File: src/core/regcfg_pkg.sv
// constants for the dual copy regulator configuration bank
package regcfg_pkg;
   localparam logic [7:0] CMD_LOCK_RESET = 8'hd0;
   localparam logic [7:0] CMD_CFG_PRIMARY = 8'hd2;
   localparam logic [7:0] CMD_CFG_SECURITY = 8'hd3;
   localparam logic [7:0] CMD_ON_DELAY = 8'hd4;
   localparam logic [7:0] CMD_ON_RISE = 8'hd5;

   localparam logic [7:0] RST_CFG = 8'h72;
   localparam logic [7:0] RST_ON_DELAY = 8'h03;
   localparam logic [7:0] RST_ON_RISE = 8'h02;
   localparam logic [7:0] RST_LOCK_RESET = 8'h00;
   localparam logic [7:0] RD_UNMAPPED = 8'h00;

   // configuration field positions
   localparam int PHASE_MSB = 6;
   localparam int PHASE_LSB = 4;
   localparam int SW_VSEL_BIT = 3;
   localparam int LOOP_TEST_BIT = 2;
   localparam int LATCHOFF_BIT = 1;
   localparam int CFG_RSVD_BIT = 0;

   // lock / reset register fields
   localparam int REG_RESET_BIT = 1;
   localparam int LOCK_BIT = 0;

   localparam logic [2:0] PHASE_CODE_MAX = 3'h5;
   localparam logic [2:0] PHASE_COUNT_RST = 3'h1;
   localparam int VCODE_W = 8;
   localparam logic [VCODE_W-1:0] VCODE_RST = 8'h00;
endpackage

File: src/core/dual_copy_regulator_config.sv
// dual copy regulator configuration register bank
`timescale 1ns/1ns
module dual_copy_regulator_config (
   input wire logic ref_clk,
   input wire logic reset_n,
   input wire logic [7:0] cmd_code,
   input wire logic wr_stb,
   input wire logic [7:0] wr_data,
   input wire logic rd_stb,
   output logic [7:0] rd_data,
   output logic rd_valid,
   input wire logic [7:0] vout_command,
   input wire logic [7:0] voltage_code_pins,
   input wire logic current_limit_timeout,
   output logic [7:0] voltage_code,
   output logic [2:0] phase_count,
   output logic loop_test_enable,
   output logic latchoff_enable,
   output logic latched_off,
   output logic config_locked,
   output logic [7:0] turn_on_delay_setting,
   output logic [7:0] turn_on_rise_setting
);
   typedef struct packed {
      logic [7:0] cfg_primary;
      logic [7:0] cfg_security;
      logic [7:0] on_delay;
      logic [7:0] on_rise;
      logic locked;
      logic [7:0] rd_data;
      logic rd_valid;
      logic [7:0] vcode;
      logic [2:0] phases;
      logic loop_test;
      logic latch_en;
      logic latched;
   } bank_s;

   bank_s st_r;
   bank_s st_nxt;
   logic rst_meta_r;
   logic rst_sync_r;
   logic rst_n;
   logic [7:0] pins_sync;
   logic [2:0] ph_a;
   logic [2:0] ph_b;

   // reset released through two flops, asserted at once
   always_ff @(posedge ref_clk or negedge reset_n)
   begin
      if (!reset_n)
      begin
         rst_meta_r <= 1'b0;
         rst_sync_r <= 1'b0;
      end
      else
      begin
         rst_meta_r <= 1'b1;
         rst_sync_r <= rst_meta_r;
      end
   end

   assign rst_n = rst_sync_r;

   pin_sync3 #(
      .W(8)
   ) u_pin_sync (
      .ref_clk(ref_clk),
      .rst_n(rst_n),
      .pin_in(voltage_code_pins),
      .pin_out(pins_sync)
   );

   assign ph_a = st_r.cfg_primary[regcfg_pkg::PHASE_MSB:regcfg_pkg::PHASE_LSB];
   assign ph_b =
      st_r.cfg_security[regcfg_pkg::PHASE_MSB:regcfg_pkg::PHASE_LSB];

   always_comb
   begin
      st_nxt = st_r;
      st_nxt.rd_valid = 1'b0;

      // register writes; the lock freezes every lockable register
      if (wr_stb)
      begin
         unique case (cmd_code)
            regcfg_pkg::CMD_LOCK_RESET:
            begin
               if (!st_r.locked)
               begin
                  if (wr_data[regcfg_pkg::REG_RESET_BIT])
                  begin
                     st_nxt.cfg_primary = regcfg_pkg::RST_CFG;
                     st_nxt.cfg_security = regcfg_pkg::RST_CFG;
                     st_nxt.on_delay = regcfg_pkg::RST_ON_DELAY;
                     st_nxt.on_rise = regcfg_pkg::RST_ON_RISE;
                  end
                  // lock is write-once; only a power cycle clears it
                  st_nxt.locked = wr_data[regcfg_pkg::LOCK_BIT];
               end
            end
            regcfg_pkg::CMD_CFG_PRIMARY:
            begin
               if (!st_r.locked)
               begin
                  st_nxt.cfg_primary = wr_data;
               end
            end
            regcfg_pkg::CMD_CFG_SECURITY:
            begin
               if (!st_r.locked)
               begin
                  st_nxt.cfg_security = wr_data;
               end
            end
            regcfg_pkg::CMD_ON_DELAY:
            begin
               if (!st_r.locked)
               begin
                  st_nxt.on_delay = wr_data;
               end
            end
            regcfg_pkg::CMD_ON_RISE:
            begin
               if (!st_r.locked)
               begin
                  st_nxt.on_rise = wr_data;
               end
            end
            default:
            begin
               st_nxt.on_rise = st_r.on_rise;
            end
         endcase
      end

      // register reads, answered one cycle later
      if (rd_stb)
      begin
         st_nxt.rd_valid = 1'b1;
         unique case (cmd_code)
            regcfg_pkg::CMD_LOCK_RESET:
               st_nxt.rd_data = {7'h00, st_r.locked};
            regcfg_pkg::CMD_CFG_PRIMARY:
               st_nxt.rd_data = st_r.cfg_primary;
            regcfg_pkg::CMD_CFG_SECURITY:
               st_nxt.rd_data = st_r.cfg_security;
            regcfg_pkg::CMD_ON_DELAY:
               st_nxt.rd_data = st_r.on_delay;
            regcfg_pkg::CMD_ON_RISE:
               st_nxt.rd_data = st_r.on_rise;
            default:
               st_nxt.rd_data = regcfg_pkg::RD_UNMAPPED;
         endcase
      end

      // effective settings from the stored copies alone, so write order
      // never matters; bit 0 feeds nothing
      // phase: only agreeing legal codes move it, else hold last
      if (ph_a == ph_b && ph_a <= regcfg_pkg::PHASE_CODE_MAX)
      begin
         st_nxt.phases = ph_a + 3'h1;
      end

      if (st_r.cfg_primary[regcfg_pkg::SW_VSEL_BIT]
          && st_r.cfg_security[regcfg_pkg::SW_VSEL_BIT])
      begin
         st_nxt.vcode = vout_command;
      end
      else
      begin
         st_nxt.vcode = pins_sync;
      end

      st_nxt.loop_test = st_r.cfg_primary[regcfg_pkg::LOOP_TEST_BIT]
         && st_r.cfg_security[regcfg_pkg::LOOP_TEST_BIT];

      // disabled only when clear in both copies: fails safe
      st_nxt.latch_en = st_r.cfg_primary[regcfg_pkg::LATCHOFF_BIT]
         || st_r.cfg_security[regcfg_pkg::LATCHOFF_BIT];

      // latched state holds until power cycle
      if (current_limit_timeout && st_r.latch_en)
      begin
         st_nxt.latched = 1'b1;
      end
   end

   always_ff @(posedge ref_clk or negedge rst_n)
   begin
      if (!rst_n)
      begin
         st_r.cfg_primary <= regcfg_pkg::RST_CFG;
         st_r.cfg_security <= regcfg_pkg::RST_CFG;
         st_r.on_delay <= regcfg_pkg::RST_ON_DELAY;
         st_r.on_rise <= regcfg_pkg::RST_ON_RISE;
         st_r.locked <= 1'b0;
         st_r.rd_data <= regcfg_pkg::RD_UNMAPPED;
         st_r.rd_valid <= 1'b0;
         st_r.vcode <= regcfg_pkg::VCODE_RST;
         st_r.phases <= regcfg_pkg::PHASE_COUNT_RST;
         st_r.loop_test <= 1'b0;
         st_r.latch_en <= 1'b0;
         st_r.latched <= 1'b0;
      end
      else
      begin
         st_r <= st_nxt;
      end
   end

   assign rd_data = st_r.rd_data;
   assign rd_valid = st_r.rd_valid;
   assign voltage_code = st_r.vcode;
   assign phase_count = st_r.phases;
   assign loop_test_enable = st_r.loop_test;
   assign latchoff_enable = st_r.latch_en;
   assign latched_off = st_r.latched;
   assign config_locked = st_r.locked;
   assign turn_on_delay_setting = st_r.on_delay;
   assign turn_on_rise_setting = st_r.on_rise;
endmodule

File: src/core/pin_sync3.sv
// three stage pin synchroniser with agreement filter
`timescale 1ns/1ns
module pin_sync3 #(
   parameter int W = 8
) (
   input wire logic ref_clk,
   input wire logic rst_n,
   input wire logic [W-1:0] pin_in,
   output logic [W-1:0] pin_out
);
   typedef struct packed {
      logic [W-1:0] s1;
      logic [W-1:0] s2;
      logic [W-1:0] s3;
      logic [W-1:0] held;
   } sync_s;

   sync_s st_r;
   sync_s st_nxt;

   always_comb
   begin
      st_nxt = st_r;
      st_nxt.s1 = pin_in;
      st_nxt.s2 = st_r.s1;
      st_nxt.s3 = st_r.s2;
      // only a level seen on two later stages counts
      if (st_r.s2 == st_r.s3)
      begin
         st_nxt.held = st_r.s3;
      end
   end

   always_ff @(posedge ref_clk or negedge rst_n)
   begin
      if (!rst_n)
      begin
         st_r <= '0;
      end
      else
      begin
         st_r <= st_nxt;
      end
   end

   assign pin_out = st_r.held;
endmodule

File: config.mk
export PLATFORM = sky130hd
export DESIGN_NAME = dual_copy_regulator_config
export DESIGN_NICKNAME = d
export VERILOG_FILES = /design/src/core/regcfg_pkg.sv /design/src/core/dual_copy_regulator_config.sv /design/src/core/pin_sync3.sv
export SDC_FILE = /design/constraint.sdc
export NUM_CORES = 1
export LEC_CHECK = 0
export BUFFER_PORTS_ARGS = -buffer_cell sky130_fd_sc_hd__buf_4
export CAP_MARGIN = 20
export CORE_AREA = 2 2 93 95
export DETAILED_ROUTE_END_ITERATION = 8
export DIE_AREA = 0 0 95 97
export PLACE_DENSITY = 0.81
export SETUP_SLACK_MARGIN = 0.1
export SLEW_MARGIN = 10
export SYNTH_ARGS = -nofsm -noshare
export SYNTH_HDL_FRONTEND = slang
export SYNTH_SLANG_ARGS = --single-unit
File: constraint.sdc
create_clock -name ref_clk -period 2.8 [get_ports ref_clk]
set_input_delay 0.56 -clock ref_clk [delete_from_list [all_inputs] [get_ports ref_clk]]
set_output_delay 0.56 -clock ref_clk [all_outputs]
set_load 0.005 [all_outputs]
==> out/results.ini <==
[outcome]
status = finished, final reports clean

[synthesis]
yosysSeqAreaShare_pct = 57.12
ys_dominant_reg_cell = dfrtp_1
syn_nets = 368
synth_top_family_by_area = compound AO/OA/AOI/OAI gates
syn-cell-area_mm2 = 0.003969
synth.area.mux_share_pct = 9.142
yosys_warnings = 0
synth_compound_area_share_pct = 11.60
syn_inst = 330
syn_area_per_cell_um2 = 12.03
synth_xor_xnor_area_share_pct = 2.427
synthArstFlopShare_pct = 100.0
synthDistinctLibCells = 50
yosys.area_share.simple_pct = 9.521
ys_seq_elements = 90
synth_fa_ha_area_share_pct = 0.3153
synth_edf_count = 0

[final_layout]
area_growth_pct = 15.76
drive_gt1_share_pct = 36.55
finalNetCount = 416
final_cells = 488
num-fill-cells = 676
antenna_cells = 0

[floorplanning]
die_area_mm2 = 0.009215
start_util_pct = 48.79
die-width_um = 95
die_y_um = 97
pin_count = 77
coreArea_mm2 = 0.008134
num_rows = 33

[critical_path]
arrival_ps = 2150
path_max_fanout = 16
crit_path_end_kind = flip-flop
path_class = in -> reg
worstSetupStartpointType = input pin
crit_required_ps = 3030

[sta]
rsz0062_at_grt = false
finalCritPeriodShare_pct = 68.54
max_freq_ghz = 0.5211
min_period_ps = 1919
maxSlewHeadroom_pct = 60.49
final_max_slew_viol_count = 0
setup_violations = 0
finalHoldViolCount = 0
fin_skew_ps = 13.32
tightest_slew_ps = 590.1
tns_ps = 0

[power]
peakVddDrop_v = 0.0002764
p_leak_nw = 2.187
p_per_area_mw_per_mm2 = 588.0

[placement]
dpl.cell_count = 470
place_congestion = 0.9009
place_hpwl_um = 5401
placement.io_buffers = 76

[clock_network]
cts-root-buf = clkbuf_8
clock-sinks = 90
cts_tree = built
htree_levels = 3
clock_path_buffers = 2
clock_latency_ps = 360
cts_made_buffers = 9
cts.clk_slew.worst_paths_ps = 90

[grt]
grt_max_degree = 81
grt-ovfl-total = 0
grt_pass1_vias = 2530
antenna_found_initial = 0
grt_pass1_wl_um = 12270
grt.total_usage_pct = 17.41

[route]
vias = 2583
drt_iter0_drc = 110
drc = 0
wl_um = 7660
detail-route-antenna-nets = 0
drt-wirelength-per-cell_um = 15.70
viasPerCell = 5.293
firstDrtPassIters = 4

[hold_path]
hold_path.class = in -> reg

[run]
drv_cap = 0

## cell usage after synthesis, drive strengths merged (3+ instances only)
cell / instances / area [um^2]
nor3b: 3 / 22.52
nor3: 5 / 35.03
o22ai: 8 / 50.05
a21oi: 14 / 77.58
xor2: 10 / 87.58
nand3: 5 / 25.02
a22o: 13 / 113.9
o21ai: 21 / 112.6
buf: 44 / 327.8
dfrtp: 78 / 1952
nand4b: 3 / 26.28
dfstp: 12 / 315.3
nand2: 24 / 90.09
inv: 15 / 56.30
mux2i: 16 / 160.2
nor4: 5 / 67.56
nor2: 10 / 40.04
mux2: 18 / 202.7
a31oi: 3 / 18.77
## routing by layer
layer | share of wire, % | GRT usage [%]
met1 | 41 | 22.29
met4 | 2.3 | 7.358
met2 | 51 | 28.10
met5 | 0 | 0
met3 | 5.7 | 4.128
## state kept, by name, summed over array words and instances, names as in the netlist
signal,count
phase_count,3
rst_n,1
turn_on_delay_setting,8
u_pin_sync.pin_out,8
u_pin_sync.st_r,8
turn_on_rise_setting,8
config_locked,1
rst_meta_r,1
st_r,10
ph_a,3
rd_data,8
u_pin_sync.st_nxt,16
voltage_code,8
latched_off,1
loop_test_enable,1
ph_b,3
latchoff_enable,1
rd_valid,1
## area by class of cell
type | instances | area [um^2] | area share [%]
Multi-Input combinational cell | 180 | 1314 | 28.59
Timing Repair Buffer | 82 | 630.6 | 13.73
Tap cell | 105 | 131.4 | 2.859
Clock buffer | 9 | 123.9 | 2.696
Sequential cell | 90 | 2271 | 49.43
Inverter | 15 | 56.30 | 1.225
Clock inverter | 7 | 67.56 | 1.471
## final timing paths
path,start,endpoint,slack (ps),depth (start not counted)
worst min register to register,rst_n,rd_data[0],310,0
worst max-delay path,cmd_code[3],st_r[43],880,5
worst max register to register,config_locked,turn_on_delay_setting[7],1010,4
min in group asynchronous,rst_n,rd_data[0],310,0
max in group asynchronous,rst_n,ph_a[1],1620,2
worst min-delay path,voltage_code_pins[7],u_pin_sync.st_nxt[23],300,1
## through the flow
stage               utilization (%)  hold WS, ps  total power (W)  setup WS [ps]  area, um^2
detailed placement            53.76        336.3         0.001881          486.3        4373
floorplan                         -        264.4         0.001756          128.5        3969
global route                  56.48        267.6         0.002846          797.3        4594
global placement              53.76        333.4         0.001865          562.9        4373
CTS                           56.24        278.1         0.002743          894.1        4574
finish                        56.48        302.6         0.002702          880.9        4594
## layout by cell type, fill, tap and decap left out, types with 10 or more instances in the layout
cell type / count
buf_4: 80
dfrtp_1: 77
nand2_1: 24
mux2_2: 18
mux2i_1: 16
inv_1: 15
o21ai_0: 13
a22o_1: 13
a21oi_1: 12
dfstp_2: 12
xor2_1: 10
## critical path, cell delays in order
cell	delay, ps
buf_4	110
or3b_1	600
a2111o_1	650
nand2_1	150
o21ai_1	70
## power by group
group / switching, W / internal, W
sequential: 0.0000758 / 0.00143
clock: 0.000503 / 0.000347
combinational: 0.000149 / 0.000201
total: 0.000728 / 0.00197
## logic make-up (layout without fill, tap and decap cells)
family                   after synthesis  after routing
AND/OR/NAND/NOR                       64             64
XOR/XNOR                              11             11
other                                  1              1
adder cells (fa/ha/maj)                1              1
AO/OA/AOI/OAI                         69             69
flip-flops                            90             90
multiplexers                          34             34
buffers and inverters                 60            113
## repair_timing
item | CTS | global route
endpoints found under the hold margin | 2 | 0
gates resized for setup | 0 | 0
hold buffers | 1 | 0
setup buffers | 0 | 0
Note: power is estimated with default switching activity, not from simulation.
